==> config.mk <==
export PLATFORM = sky130hd
export DESIGN_NAME = card_control_register
export DESIGN_NICKNAME = d
export VERILOG_FILES = /design/src/design/card_control_pkg.sv /design/src/design/card_ctl_if.sv /design/src/design/card_control_func.sv /design/src/design/card_control_register.sv /design/src/design/sticky_flag.sv
export SDC_FILE = /design/constraint.sdc
export NUM_CORES = 1
export LEC_CHECK = 0
export BUFFER_PORTS_ARGS = -buffer_cell sky130_fd_sc_hd__buf_2
export CAP_MARGIN = 20
export CELL_PAD_IN_SITES_DETAIL_PLACEMENT = 1
export CELL_PAD_IN_SITES_GLOBAL_PLACEMENT = 1
export CORE_MARGIN = 1
export CORE_UTILIZATION = 32
export CTS_CLUSTER_DIAMETER = 80
export DETAILED_ROUTE_END_ITERATION = 10
export PLACE_DENSITY = 0.78
export SKIP_CTS_REPAIR_TIMING = 1
export SYNTH_ARGS = -nofsm -noshare
export SYNTH_HDL_FRONTEND = slang
export SYNTH_SLANG_ARGS = --single-unit
==> constraint.sdc <==
create_clock -name pclk -period 1.9 [get_ports pclk]
set_clock_uncertainty 0.05 [all_clocks]
set_input_delay 0.19 -clock pclk [delete_from_list [all_inputs] [get_ports pclk]]
set_output_delay 0.19 -clock pclk [all_outputs]
set_load 0.05 [all_outputs]
==> src/design/card_control_pkg.sv <==
/*
  Constants shared by the card control register block: the APB map,
  the bit layout of the card control byte, reset values and the
  layout of the routing status word.
  Assumes a 32-bit APB with word-aligned registers, a 50 MHz pclk
  and presetn acting as the global reset of the controller.

  // How it works
  // bit 7 set enables ring indicate output
  // ring enable global, reached through function 0
  // bit 6 floats that socket's video terminals
  // bit 5 picks socket with video priority
  // bit 2 zero routes card audio to pin
  // bit 1 routes XOR of speaker inputs out
  // speaker pin driven only while an enable set
  // bit 0 set on socket functional interrupt
  // software clears flag by writing one
  // bits 4 and 3 always read zero
  // reset value zero, cleared by global reset only
  // writing zero keeps flag; set beats clear
*/
package card_control_pkg;

  // Printed offset is not word aligned: it is an index, byte address x4
  localparam logic [7:0]  CARD_CONTROL_IDX  = 8'h91;
  localparam logic [11:0] FUNC0_CTRL_ADDR   = {2'h0, CARD_CONTROL_IDX, 2'h0};
  localparam logic [11:0] FUNC1_CTRL_ADDR   = 12'h400 | FUNC0_CTRL_ADDR;
  localparam logic [11:0] IRQ_STATUS_ADDR   = 12'h800;
  localparam logic [11:0] IRQ_MASK_ADDR     = 12'h804;
  localparam logic [11:0] ROUTE_STATUS_ADDR = 12'h808;

  localparam int BIT_RING  = 7;
  localparam int BIT_FLOAT = 6;
  localparam int BIT_PRIO  = 5;
  localparam int BIT_AUDIO = 2;
  localparam int BIT_CARD_SPEAKER_INPUT  = 1;
  localparam int BIT_FLAG  = 0;

  localparam logic [7:0] CTRL_RESET     = 8'h00;
  localparam logic [1:0] IRQ_MASK_RESET = 2'h0;
  localparam logic [5:0] ROUTE_RESET    = 6'h00;

  // Route status word layout
  localparam int RS_SEL_A   = 0;
  localparam int RS_SEL_B   = 1;
  localparam int RS_AUD_EN  = 2;
  localparam int RS_AUD_SRC = 3;
  localparam int RS_SPK_OE  = 4;
  localparam int RS_RING_OE = 5;

endpackage : card_control_pkg

==> src/design/card_ctl_if.sv <==
/*
  Carrier between the top block and one per-function card control
  byte: write strobe and data in, card interrupt in, byte value out.
  Assumes a single pclk domain.
*/
`timescale 1ns/100ps
interface card_ctl_if;
  logic       wr_en;
  logic [7:0] wdata;
  logic       card_irq;
  logic [7:0] value;

  modport owner (input wr_en, input wdata, input card_irq, output value);
  modport user  (output wr_en, output wdata, output card_irq, input value);
endinterface : card_ctl_if

==> src/design/card_control_func.sv <==
/*
  One function's card control byte. Function 0 carries the shared
  ring enable; the other function reads it as zero.
  Assumes wr_en is a one-cycle pulse at the APB access edge.
*/
`timescale 1ns/100ps
module card_control_func
  import card_control_pkg::*;
#(
  parameter bit HAS_RING = 1'b1
) (
  input  wire logic     pclk,
  input  wire logic     presetn,
  card_ctl_if.owner     ctl
);
  logic [7:0] bits_r;
  logic [7:0] bits_nxt;
  logic [7:0] wr_mask;
  logic       flag;

  // Only the global reset clears these
  assign wr_mask = {HAS_RING, 7'h67} & 8'hE6;
  assign bits_nxt = ctl.wr_en ? (ctl.wdata & wr_mask) : bits_r;

  always_ff @(posedge pclk or negedge presetn) begin
    if (!presetn) bits_r <= CTRL_RESET;
    else          bits_r <= bits_nxt;
  end

  sticky_flag #(.W(1)) u_flag (
    .pclk    (pclk),
    .presetn (presetn),
    .set     (ctl.card_irq),
    .clr     (ctl.wr_en & ctl.wdata[BIT_FLAG]),
    .flag    (flag)
  );

  assign ctl.value = {bits_r[7:1], flag};
endmodule : card_control_func

==> src/design/card_control_register.sv <==
/*
  Card control register block for a two-socket card controller, with
  an APB slave, per-function control bytes, an interrupt status and
  mask pair, and the pin routing that the control bits steer.
  Assumes pins are synchronous to pclk, presetn is the global reset,
  and software reaches both functions at their own word addresses.
  Only byte lane 0 carries register data; a write with that lane off
  is dropped without an error, and the upper read bits are zero.
*/
`timescale 1ns/100ps
module card_control_register
  import card_control_pkg::*;
(
  input  wire logic        pclk,
  input  wire logic        presetn,
  input  wire logic [11:0] paddr,
  input  wire logic        psel,
  input  wire logic        penable,
  input  wire logic        pwrite,
  input  wire logic [31:0] pwdata,
  input  wire logic [3:0]  pstrb,
  output      logic [31:0] prdata,
  output      logic        pready,
  output      logic        pslverr,
  input  wire logic [1:0]  card_func_irq,
  input  wire logic [1:0]  card_ring_input,
  input  wire logic [1:0]  card_audio_signal,
  input  wire logic [1:0]  card_speaker_input,
  output      logic        ring_indicate_output,
  output      logic        ring_indicate_output_oe,
  output      logic [1:0]  video_port_float_enable,
  output      logic        video_select_socket_a,
  output      logic        video_select_socket_b,
  output      logic        card_audio_pulse_output,
  output      logic        multifunction_pin_oe,
  output      logic        speaker_output,
  output      logic        speaker_output_oe,
  output      logic        irq
);

  //////////////////////////////////////////////////////////////////////
  // APB decode

  logic        setup_ph;
  logic        access_ph;
  logic        wr_fire;
  logic        hit_f0;
  logic        hit_f1;
  logic        hit_ist;
  logic        hit_imask;
  logic        hit_route;
  logic        hit_any;
  logic        lane0;

  logic        pready_r;
  logic        pready_nxt;
  logic [31:0] prdata_r;
  logic [31:0] prdata_nxt;
  logic        pslverr_r;
  logic        pslverr_nxt;

  assign setup_ph  = psel & ~penable;
  assign access_ph = psel & penable & pready_r;
  assign wr_fire   = access_ph & pwrite & hit_any;
  assign lane0     = pstrb[0];

  // Full 12-bit compare: no alias of a control byte is ever hit
  assign hit_f0    = (paddr == FUNC0_CTRL_ADDR);
  assign hit_f1    = (paddr == FUNC1_CTRL_ADDR);
  assign hit_ist   = (paddr == IRQ_STATUS_ADDR);
  assign hit_imask = (paddr == IRQ_MASK_ADDR);
  assign hit_route = (paddr == ROUTE_STATUS_ADDR);
  assign hit_any   = hit_f0 | hit_f1 | hit_ist | hit_imask | hit_route;

  // Write strobes per target. A write with byte lane 0 off is dropped
  // without an error, like a write to a read-only bit.
  logic wr_f0;
  logic wr_f1;
  logic wr_ist;
  logic wr_imask;

  assign wr_f0    = wr_fire & hit_f0 & lane0;
  assign wr_f1    = wr_fire & hit_f1 & lane0;
  assign wr_ist   = wr_fire & hit_ist & lane0;
  assign wr_imask = wr_fire & hit_imask & lane0;

  //////////////////////////////////////////////////////////////////////
  // Per-function control bytes

  // One carrier per function keeps strobe, data and flag together
  card_ctl_if f0_if ();
  card_ctl_if f1_if ();

  logic [7:0] f0_val;
  logic [7:0] f1_val;

  // Each function sees its own strobe and its own socket's interrupt
  assign f0_if.wr_en    = wr_f0;
  assign f0_if.wdata    = pwdata[7:0];
  assign f0_if.card_irq = card_func_irq[0];
  assign f1_if.wr_en    = wr_f1;
  assign f1_if.wdata    = pwdata[7:0];
  assign f1_if.card_irq = card_func_irq[1];

  // Ring enable is global: function 1 has no such bit
  card_control_func #(.HAS_RING(1'b1)) u_func0 (
    .pclk    (pclk),
    .presetn (presetn),
    .ctl     (f0_if.owner)
  );

  card_control_func #(.HAS_RING(1'b0)) u_func1 (
    .pclk    (pclk),
    .presetn (presetn),
    .ctl     (f1_if.owner)
  );

  assign f0_val = f0_if.value;
  assign f1_val = f1_if.value;

  //////////////////////////////////////////////////////////////////////
  // Interrupt status and mask

  logic [1:0] ist_val;
  logic [1:0] ist_clr;
  logic [1:0] irq_mask_r;
  logic [1:0] irq_mask_nxt;
  logic [1:0] irq_pend;
  logic       irq_r;
  logic       irq_nxt;

  // Write one to clear; a socket event in the same cycle still sets
  assign ist_clr = wr_ist ? pwdata[1:0] : 2'h0;

  sticky_flag #(.W(2)) u_ist (
    .pclk    (pclk),
    .presetn (presetn),
    .set     (card_func_irq),
    .clr     (ist_clr),
    .flag    (ist_val)
  );

  // Masked sources still latch; unmasking later raises the line
  assign irq_mask_nxt = wr_imask ? pwdata[1:0] : irq_mask_r;

  always_ff @(posedge pclk or negedge presetn) begin
    if (!presetn) irq_mask_r <= IRQ_MASK_RESET;
    else          irq_mask_r <= irq_mask_nxt;
  end

  // Registered, so the line falls one cycle after the clearing write
  assign irq_pend = ist_val & irq_mask_r;
  assign irq_nxt  = |irq_pend;

  always_ff @(posedge pclk or negedge presetn) begin
    if (!presetn) irq_r <= 1'b0;
    else          irq_r <= irq_nxt;
  end

  //////////////////////////////////////////////////////////////////////
  // Ring indicate

  logic ring_en;
  logic ring_any;
  logic ring_nxt;
  logic ring_out_r;
  logic ring_oe_r;

  // Only function 0 holds the enable; function 1 reads it as zero
  assign ring_en  = f0_val[BIT_RING];
  // Either socket ringing is enough to drive the shared pin
  assign ring_any = |card_ring_input;
  assign ring_nxt = ring_en & ring_any;

  always_ff @(posedge pclk or negedge presetn) begin
    if (!presetn) ring_out_r <= 1'b0;
    else          ring_out_r <= ring_nxt;
  end

  // Pin and enable move on the same edge: no stale level is driven
  always_ff @(posedge pclk or negedge presetn) begin
    if (!presetn) ring_oe_r <= ROUTE_RESET[RS_RING_OE];
    else          ring_oe_r <= ring_en;
  end

  //////////////////////////////////////////////////////////////////////
  // Video port float and select priority

  logic       zv0;
  logic       zv1;
  logic       zv_prio1;
  logic       sel_a_nxt;
  logic       sel_b_nxt;
  logic [1:0] float_r;
  logic       sel_a_r;
  logic       sel_b_r;

  assign zv0      = f0_val[BIT_FLOAT];
  assign zv1      = f1_val[BIT_FLOAT];
  // Priority is a shared choice; function 0's copy decides. Function
  // 1's copy is stored and read back but steers nothing.
  assign zv_prio1 = f0_val[BIT_PRIO];

  // Priority only matters while both sockets are in video mode
  assign sel_a_nxt = zv0 & (~zv1 | ~zv_prio1);
  assign sel_b_nxt = zv1 & (~zv0 | zv_prio1);

  // Each socket floats on its own function's bit, whatever the other does
  always_ff @(posedge pclk or negedge presetn) begin
    if (!presetn) float_r <= 2'h0;
    else          float_r <= {zv1, zv0};
  end

  always_ff @(posedge pclk or negedge presetn) begin
    if (!presetn) sel_a_r <= ROUTE_RESET[RS_SEL_A];
    else          sel_a_r <= sel_a_nxt;
  end

  always_ff @(posedge pclk or negedge presetn) begin
    if (!presetn) sel_b_r <= ROUTE_RESET[RS_SEL_B];
    else          sel_b_r <= sel_b_nxt;
  end

  //////////////////////////////////////////////////////////////////////
  // Card audio to the multifunction pin

  logic aud_en0;
  logic aud_en1;
  logic aud_sel1;
  logic aud_nxt;
  logic aud_oe_nxt;
  logic aud_r;
  logic aud_oe_r;

  // Zero in the bit means routed; function 0 wins a tie
  assign aud_en0    = ~f0_val[BIT_AUDIO];
  assign aud_en1    = ~f1_val[BIT_AUDIO];
  // Socket 1 reaches the pin only when function 0 declines the route
  assign aud_sel1   = ~aud_en0 & aud_en1;
  assign aud_nxt    = aud_sel1 ? card_audio_signal[1]
                    : (aud_en0 & card_audio_signal[0]);
  // The pin is released when neither function routes audio
  assign aud_oe_nxt = aud_en0 | aud_en1;

  always_ff @(posedge pclk or negedge presetn) begin
    if (!presetn) aud_r <= 1'b0;
    else          aud_r <= aud_nxt;
  end

  always_ff @(posedge pclk or negedge presetn) begin
    if (!presetn) aud_oe_r <= ROUTE_RESET[RS_AUD_EN];
    else          aud_oe_r <= aud_oe_nxt;
  end

  //////////////////////////////////////////////////////////////////////
  // Speaker

  logic spk_en0;
  logic spk_en1;
  logic spk_nxt;
  logic spk_oe_nxt;
  logic spk_r;
  logic spk_oe_r;

  assign spk_en0 = f0_val[BIT_CARD_SPEAKER_INPUT];
  assign spk_en1 = f1_val[BIT_CARD_SPEAKER_INPUT];
  // A disabled socket contributes a zero to the XOR
  assign spk_nxt = (spk_en0 & card_speaker_input[0])
                 ^ (spk_en1 & card_speaker_input[1]);
  assign spk_oe_nxt = spk_en0 | spk_en1;

  always_ff @(posedge pclk or negedge presetn) begin
    if (!presetn) spk_r <= 1'b0;
    else          spk_r <= spk_nxt;
  end

  // Driven while either function enables it; the pin floats otherwise
  always_ff @(posedge pclk or negedge presetn) begin
    if (!presetn) spk_oe_r <= ROUTE_RESET[RS_SPK_OE];
    else          spk_oe_r <= spk_oe_nxt;
  end

  //////////////////////////////////////////////////////////////////////
  // Read mux and APB answer

  logic [5:0] route_val;
  logic [7:0] rd_byte;

  always_comb begin
    route_val             = ROUTE_RESET;
    route_val[RS_SEL_A]   = sel_a_r;
    route_val[RS_SEL_B]   = sel_b_r;
    route_val[RS_AUD_EN]  = aud_oe_r;
    // Also set while nothing is routed; read it with the enable bit
    route_val[RS_AUD_SRC] = ~aud_en0;
    route_val[RS_SPK_OE]  = spk_oe_r;
    route_val[RS_RING_OE] = ring_oe_r;
  end

  // Unmapped addresses read zero and answer with an error
  assign rd_byte = hit_f0    ? f0_val
                 : hit_f1    ? f1_val
                 : hit_ist   ? {6'h00, ist_val}
                 : hit_imask ? {6'h00, irq_mask_r}
                 : hit_route ? {2'h0, route_val}
                 : 8'h00;

  // No wait state: data is captured in the setup cycle, so a read
  // shows the state at the end of that cycle
  assign pready_nxt  = setup_ph;
  assign prdata_nxt  = setup_ph ? {24'h000000, rd_byte} : prdata_r;
  assign pslverr_nxt = setup_ph & ~hit_any;

  always_ff @(posedge pclk or negedge presetn) begin
    if (!presetn) pready_r <= 1'b0;
    else          pready_r <= pready_nxt;
  end

  // Read data holds until the next setup cycle
  always_ff @(posedge pclk or negedge presetn) begin
    if (!presetn) prdata_r <= 32'h00000000;
    else          prdata_r <= prdata_nxt;
  end

  always_ff @(posedge pclk or negedge presetn) begin
    if (!presetn) pslverr_r <= 1'b0;
    else          pslverr_r <= pslverr_nxt;
  end

  //////////////////////////////////////////////////////////////////////
  // Outputs

  // Every pin comes straight from a flip-flop above
  assign prdata                  = prdata_r;
  assign pready                  = pready_r;
  assign pslverr                 = pslverr_r;
  assign ring_indicate_output    = ring_out_r;
  assign ring_indicate_output_oe = ring_oe_r;
  assign video_port_float_enable = float_r;
  assign video_select_socket_a   = sel_a_r;
  assign video_select_socket_b   = sel_b_r;
  assign card_audio_pulse_output = aud_r;
  assign multifunction_pin_oe    = aud_oe_r;
  assign speaker_output          = spk_r;
  assign speaker_output_oe       = spk_oe_r;
  assign irq                     = irq_r;

endmodule : card_control_register

==> src/design/sticky_flag.sv <==
/*
  Sticky flags, set by hardware and cleared by writing one.
  Assumes set and clear are single-cycle qualified in pclk.
*/
`timescale 1ns/100ps
module sticky_flag #(
  parameter int W = 1
) (
  input  wire logic         pclk,
  input  wire logic         presetn,
  input  wire logic [W-1:0] set,
  input  wire logic [W-1:0] clr,
  output      logic [W-1:0] flag
);
  logic [W-1:0] flag_r;
  logic [W-1:0] flag_nxt;

  // A set in the clearing cycle survives
  assign flag_nxt = (flag_r & ~clr) | set;

  always_ff @(posedge pclk or negedge presetn) begin
    if (!presetn) flag_r <= '0;
    else          flag_r <= flag_nxt;
  end

  assign flag = flag_r;
endmodule : sticky_flag
Word-level counts from Yosys, hierarchy flattened --
Cells that the tools add are included.
Storage, ports and cells: bits in registers 36, bits in latches 0, RAM bits 0, memory bits (read-only) 0, input bits 61, output and inout bits 45, logic and storage cells 82, memories 0
Cells by class: add/sub/neg operators 0, multipliers 0, div/mod/pow operators 0, magnitude comparators 0, eq/ne operators 5, shift-type cells 0, multiplexer cells 7, bitwise gates (word level) 49, reductions and logical operators 2
Operator list (count):
- $eq 12x12->1 const B | 3
- $mux 8 | 4
- $and 1x1->1 | 25
- $eq 12x10->1 const B | 1
- $eq 12x11->1 const B | 1
- $or 1x1->1 | 10
- $not 1->1 | 9
- $mux 6 | 1
- $and 2x2->2 | 2
- $reduce_or 2->1 | 2
- $mux 2 | 1
- $not 2->2 | 1
- $or 2x2->2 | 1
- $mux 1 | 1
- $xor 1x1->1 | 1

Longest topological paths before layout --
Gate-level depths: netlist (run 1).
depth after elaboration 12, mapped depth 6, mapped depth without buffers 4

Hierarchy --
Synthesis (run 1) repeated with hierarchy kept, for this count alone.
Second synthesis, totals: cell total of the unflattened synthesis 187, area, all modules 1933.1 µm²
By module, submodules not included:
- card_control_register | instances 1, cells each 146, area an instance 1386.3 µm², sequential area each 575.6 µm²
- card_control_func at u_func0 | instances 1, cells each 15, area an instance 215.2 µm², sequential area each 125.1 µm²
- card_control_func at u_func1 | instances 1, cells each 14, area an instance 186.4 µm², sequential area each 100.1 µm²
- sticky_flag at u_func0.u_flag ... | instances 2, cells each 3, area an instance 36.3 µm², sequential area each 25.0 µm²
- sticky_flag at u_ist | instances 1, cells each 6, area an instance 72.6 µm², sequential area each 50.0 µm²

Worst setup path before layout (run 1) --
No wires, ideal clock.
kind reg-to-reg, start point register pready_r (netlist: pready), end point register u_func0.bits_r[1], setup time 0.125 ns, arrival 1.842 ns, required time 1.725 ns, path slack -0.117 ns, cell stages (with the launch flop) 5, buffers on the path 1, clock period less this slack 2.017 ns, cell sequence dfrtp_1 > nand4_1 > or4_4 > buf_6 > mux2_4
Between the ends: word-level cells in the longest chain between the ends 5
RTL lines:
- from (decl) | RTL line card_control_register.sv:55 | logic pready_r;
- from (signal assigned) | RTL line card_control_register.sv:316 | else pready_r <= pready_nxt;
- $and 1x1->1 | RTL line card_control_register.sv:63 | assign access_ph = psel & penable & pready_r;
- $and 1x1->1 (2 in a row) | RTL line card_control_register.sv:64 | assign wr_fire = access_ph & pwrite & hit_any;
- $and 1x1->1 (2 in a row) | RTL line card_control_register.sv:82 | assign wr_f0 = wr_fire & hit_f0 & lane0;
- to (signal assigned) | RTL line card_control_func.sv:27 | else bits_r <= bits_nxt;
- to (decl) | RTL line card_control_func.sv:16 | logic [7:0] bits_r;
Every way passes these cells. A chain may end at the register's enable or synchronous reset.

Final worst setup path (run 1) --
start point input paddr[8], end point register irq_mask_r[1]
Between the ends: word-level cells in the longest chain between the ends 8, elaborated cells between the ends (all ways) 12, those cells by class eq/ne: 5; bitwise: 7
RTL lines:
- from (decl) | RTL line card_control_register.sv:16 | input wire logic [11:0] paddr,
- $eq 12x10->1 / $eq 12x11->1 (equally long branches) | RTL line card_control_register.sv:68, card_control_register.sv:69
- $or 1x1->1 (4 in a row) | RTL line card_control_register.sv:73 | assign hit_any = hit_f0 | hit_f1 | hit_ist | hit_imask | hit_route;
- $and 1x1->1 | RTL line card_control_register.sv:64
- $and 1x1->1 (*) (2 in a row) | RTL line card_control_register.sv:85 | assign wr_imask = wr_fire & hit_imask & lane0;
- to (signal assigned) | RTL line card_control_register.sv:148 | else irq_mask_r <= irq_mask_nxt;
- to (decl) | RTL line card_control_register.sv:126 | logic [1:0] irq_mask_r;
Mark *: on every way between the ends. The rest lies on a longest branch, timed or not.

==> results of run 1 <==
==> report_power, final <==
part           switching [mW]  internal (mW)  leakage (nW)
logic                   0.208         0.0556         0.627
clock network           0.275          0.295        0.0445
registers             0.00375          0.774         0.467
==> metrics by stage <==
stage | power (mW) | area (um2) | hold slack, ns | worst slack (ns) | utilization
after floorplan | 1.008 | 1979 | -0.1556 | 0.04064 | -
after global placement | 1.053 | 2183 | 0.2052 | -0.01975 | 0.3893
after detailed placement | 1.057 | 2183 | 0.2158 | -0.07604 | 0.3893
after CTS | 1.633 | 2277 | -0.09926 | 0.2066 | 0.4061
after global routing | 1.684 | 2287 | 0.05554 | 0.1795 | 0.4079
final | 1.611 | 2287 | 0.04851 | 0.2521 | 0.4079
==> final cells by class <==
| cell class | instances | area [um2] | share of cell area |
|---|---|---|---|
| sequential | 36 | 902.1 | 0.3944 |
| inverter | 6 | 22.52 | 0.009847 |
| multi-input combinational | 118 | 840.8 | 0.3676 |
| tap | 72 | 90.09 | 0.03939 |
| timing repair buffer | 62 | 337.8 | 0.1477 |
| clock inverter | 1 | 7.507 | 0.003282 |
| clock buffer | 7 | 86.33 | 0.03775 |
==> metal layers <==
layer  up-vias  part of all wire  GRT usage
li1        665                 -          -
met1       704              0.39     0.1691
met2        39              0.54     0.2800
met4         0             0.012    0.05091
met3         7             0.058    0.04483
met5         -                 0          0
==> worst max-delay path, cell delays in order <==
cell,delay [ns]
buf_2,0.12
or4_4,0.60
nor4_2,0.32
and3_4,0.24
mux2_4,0.29
==> how the worst max path moves through the flow <==
stage	from	endpoint	slack [ns]
2_1_floorplan	pready	u_func0.bits_r[1]	0.04
3_3_place_gp	paddr[8]	irq_mask_r[0]	-0.02
3_5_place_dp	paddr[8]	irq_mask_r[1]	-0.08
4_1_cts	pready	irq_mask_r[1]	0.21
5_1_grt	pready	irq_mask_r[0]	0.18
6_report	paddr[8]	irq_mask_r[1]	0.25
==> state kept, by name, summed over array words and instances (netlist names) <==
name,count
card_audio_pulse_output,1
irq,1
irq_mask_r,2
multifunction_pin_oe,1
prdata,8
pready,1
pslverr,1
ring_indicate_output,1
ring_indicate_output_oe,1
speaker_output,1
speaker_output_oe,1
u_func0.bits_r,5
u_func0.u_flag.flag,1
u_func1.bits_r,4
u_func1.u_flag.flag,1
u_ist.flag,2
video_port_float_enable,2
video_select_socket_a,1
video_select_socket_b,1
==> cells by family (layout without fill, tap and decap cells) <==
logic type | Yosys count | in the layout | share of synthesized area
AOI/OAI and AO/OA | 24 | 24 | 0.09458
xor gates and xnor gates | 1 | 1 | 0.004630
buffers and inverters | 36 | 76 | 0.1250
DFF | 36 | 36 | 0.4762
muxes | 14 | 14 | 0.09524
other | 1 | 24 | 0.001982
and+or+nand+nor | 55 | 55 | 0.2024
==> cell usage after synthesis, drive strengths merged (3+ instances only) <==
library cell  instances  area share
buf                  27        0.11
nand3                 7       0.021
nand2                10       0.020
clkbuf                3      0.0060
mux2                 11       0.079
nand2b                4       0.013
dfrtp                36        0.48
nor3                  3       0.011
nor4                  6       0.047
inv                   6       0.012
mux2i                 3       0.016
nor2                  8       0.016
a21oi                 5       0.013
a21o                  4       0.016
==> metrics.yaml, run 1 <==
pin_count: 106
yosysUniqueCellTypes: 46
wire_per_inst_um: 14.54
finalHoldViolations: 0
rows: 27
final_max_slew_viol_count: 0
status: "completed"
path_class: "input pin to flip-flop"
cts-root-buf: "clkbuf_8"
track_usage: 0.1533
ys_async_sr_fraction: 1.000
n_fill_cell: 675
ys.warnings.count: 0
hold_start: "card_ring_input[0]"
arrival_ns: 1.76
cts_tree: "built"
area_growth_pct: 20.90
dpl.cell_count: 293
dieArea_um2: 6224
synth_ff_type: "dfrtp_1"
yosysSeqAreaShare: 0.4762
syn_area_um2: 1892
reg2reg_depth: 5
fin_nets: 290
insertion_delay_ns: 0.28
ys_ff_latch: 36
routed-via-count: 1415
drv_cap: 0
holdPathEnd: "ring_indicate_output"
initialDrtViolationCount: 38
leakage_nw: 1.139
first_pass_iters: 4
clk_pin_slew_ns: 0.08
hold_depth: 2
end_kind: "flip-flop"
grt_pass1_vias: 1518
min_path_type: "input pin to flip-flop"
initial_core_util: 0.3373
core_um2: 5608
setup_viol: 0
r2r-end: "irq_mask_r[1]"
grt_pass1_wl_mm: 7.272
drc: 0
via_per_inst: 4.685
io_buffers: 52
fin_setup_tns_ns: 0
layout-drive-gt1-share: 0.4043
rsz0062_at_grt: "false"
final_cells: 302
layout_commonest_cell: "buf_2"
die_h_um: 78.89
cts_buffers: 5
finalWeightedCongestion: 0.8730
clockBufferDepth: 2
syn_area_per_cell_um2: 11.33
syn_inst: 167
rrSetupSlack_ns: 0.26
finalWorstPathRequiredPeriod_ns: 1.648
mostFrequentLayoutCells: "buf_2, dfrtp_1, conb_1"
synth_edf_count: 0
fin_crit_sh: 0.8673
cts_htree_levels: 2
num_antenna_cells: 0
worst-path-max-fanout: 5
drtAntennaViolNets: 0
dp_hpwl_mm: 3.498
drt-total-wl_mm: 4.390
start_kind: "input pin"
overflow: 0
rr_startpoint: "pready"
power_density_nw_per_um2: 704.5
die_width_um: 78.89
critical_path_required_ns: 2.02
peakVddDrop_v: 0.0003681
antenna_found_initial: 0
grt_max_degree: 37
max_freq_mhz: 606.8
cts.sinks: 36
Power figures use the tool's default switching activity.
==> inputs of run 2 (changes only) <==
--- a/config.mk
+++ b/config.mk
@@ -10,10 +10,10 @@
 export CELL_PAD_IN_SITES_DETAIL_PLACEMENT = 1
 export CELL_PAD_IN_SITES_GLOBAL_PLACEMENT = 1
 export CORE_MARGIN = 1
-export CORE_UTILIZATION = 32
+export CORE_UTILIZATION = 35
 export CTS_CLUSTER_DIAMETER = 80
 export DETAILED_ROUTE_END_ITERATION = 10
-export PLACE_DENSITY = 0.78
+export PLACE_DENSITY = 0.84
 export SKIP_CTS_REPAIR_TIMING = 1
 export SYNTH_ARGS = -nofsm -noshare
 export SYNTH_HDL_FRONTEND = slang
==> constraint.sdc (replaced) <==
create_clock -name pclk -period 2 [get_ports pclk]
set_clock_uncertainty 0.05 [all_clocks]
set_input_delay 0.2 -clock pclk [delete_from_list [all_inputs] [get_ports pclk]]
set_output_delay 0.2 -clock pclk [all_outputs]
set_load 0.05 [all_outputs]
==> metrics.yaml, run 2 (synthesis gave the netlist of run 1 again) <==
dieArea_um2: 5703  # was 6224 um2
first_pass_iters: 2  # was 4
end_kind: "flip-flop"  # unchanged
drt-total-wl_mm: 4.542  # was 4.390 mm
n_fill_cell: 615  # was 675
max_freq_mhz: 610.3
track_usage: 0.1815  # was 0.1533
critical_path_required_ns: 2.14  # was 2.02 ns
via_per_inst: 4.778  # was 4.685
cp_top_family: "simple AND/OR/NAND/NOR gates"  # unchanged
finalWorstPathRequiredPeriod_ns: 1.639
io_buffers: 52  # unchanged
start_kind: "flip-flop"  # was input pin
power_density_nw_per_um2: 715.1  # was 704.5 nW/um2
pin_count: 106  # unchanged
wire_per_inst_um: 15.29  # was 14.54 um
cp.buffers_inverters: 1  # unchanged
grt_pass1_vias: 1438  # was 1518
worst-path-max-fanout: 3  # was 5
overflow: 0  # unchanged
mostFrequentLayoutCells: "buf_2, dfrtp_1, conb_1"  # unchanged
status: "completed"  # unchanged
drtAntennaViolNets: 0  # unchanged
fin_nets: 287  # was 290
clockBufferDepth: 2  # unchanged
register_area_um2: 902.1  # unchanged
peakVddDrop_v: 0.0004703  # was 0.0003681 V
arrival_ns: 1.77  # was 1.76 ns
leakage_nw: 1.134  # was 1.139 nW
cts_tree: "built"  # unchanged
fin_setup_tns_ns: 0  # unchanged
clk_pin_slew_ns: 0.07  # was 0.08 ns
largest_reg_flops: 8  # unchanged
cts_buffers: 5  # unchanged
drc: 0  # unchanged
insertion_delay_ns: 0.30  # was 0.28 ns
antenna_found_initial: 0  # unchanged
die_width_um: 75.52  # was 78.89 um
finalHoldViolations: 0  # unchanged
grt_pass1_wl_mm: 7.272  # unchanged
cpMaxStageDelayCell: "dfrtp_2"  # was or4_4
finalWeightedCongestion: 0.8289  # was 0.8730
multiInputGateArea_um2: 840.8  # unchanged
crit_path_max_incr_delay_ns: 0.37  # was 0.60 ns
rsz0062_at_grt: "false"  # unchanged
cts-root-buf: "clkbuf_8"  # unchanged
grt_max_degree: 22  # was 37
cts.sinks: 36  # unchanged
initialDrtViolationCount: 41  # was 38
die_h_um: 75.52  # was 78.89 um
hold_slack_ns: 0.04629  # was 0.04851 ns
num_antenna_cells: 0  # unchanged
initial_core_util: 0.3657  # was 0.3373
dp_hpwl_mm: 3.492  # was 3.498 mm
final_max_slew_viol_count: 0  # unchanged
min_path_type: "input pin to flip-flop"  # unchanged
layout-drive-gt1-share: 0.4009  # was 0.4043
setup_viol: 0  # unchanged
cts_htree_levels: 2  # unchanged
path_class: "flip-flop to flip-flop"  # was input pin to flip-flop
rows: 26  # was 27
fin_crit_sh: 0.8193
drv_cap: 0  # unchanged
core_um2: 5172  # was 5608 um2
p_total_mw: 1.630  # was 1.611 mW
routed-via-count: 1419  # was 1415
area_growth_pct: 20.50  # was 20.90%
layout_commonest_cell: "buf_2"  # unchanged
worstPathCellList: "nand4_1 > buf_4 > nor4_2 > and3_4 > mux2_4"  # was buf_2 > or4_4 > nor4_2 > and3_4 > mux2_4
[run 2: per-stage QoR]
stage	cells	instance area, um2	setup WS (ns)	util
5_1_grt	297	2280	0.3183	0.4407
2_1_floorplan	190	1979	0.1406	-
6_report	297	2280	0.3613	0.4407
3_5_place_dp	288	2158	0.05620	0.4173
3_3_place_gp	288	2158	0.08465	0.4173
4_1_cts	296	2270	0.3548	0.4388
[run 2: final timing paths]
check / start / end / slack (ns) / depth (start not counted)
min: card_func_irq[1] / u_ist.flag[1] / 0.05 / 2
min reg2reg: u_func0.bits_r[7] / ring_indicate_output_oe / 0.40 / 0
max reg2reg: pready / irq_mask_r[0] / 0.36 / 5
min in group asynchronous: presetn / u_ist.flag[1] / 0.34 / 2
max: pready / irq_mask_r[0] / 0.36 / 5
max in group asynchronous: presetn / prdata[6] / 0.95 / 3
[run 2: per-layer routing]
metal  track usage  wire length (um)  vias up  part of all wire
met4       0.08436                73        0             0.016
met1        0.2134              1899      708              0.42
met2        0.3095              2339       42              0.51
met5             0                 0        -                 0
li1              -                 -      661                 -
met3       0.04894               229        8             0.050
[run 2: final cells by class]
class                           instances  share of cell area
Inverter                                6            0.009879
Multi-Input combinational cell        118              0.3688
Sequential cell                        36              0.3957
Clock inverter                          3             0.01866
Clock buffer                            5             0.03019
Timing Repair Buffer                   59              0.1383
Tap cell                               70             0.03842
[run 2: power breakdown]
| part | leakage [nW] | internal (mW) | switching [mW] |
|---|---|---|---|
| Combinational | 0.612 | 0.0503 | 0.199 |
| Sequential | 0.467 | 0.735 | 0.00319 |
| Clock | 0.0541 | 0.369 | 0.274 |
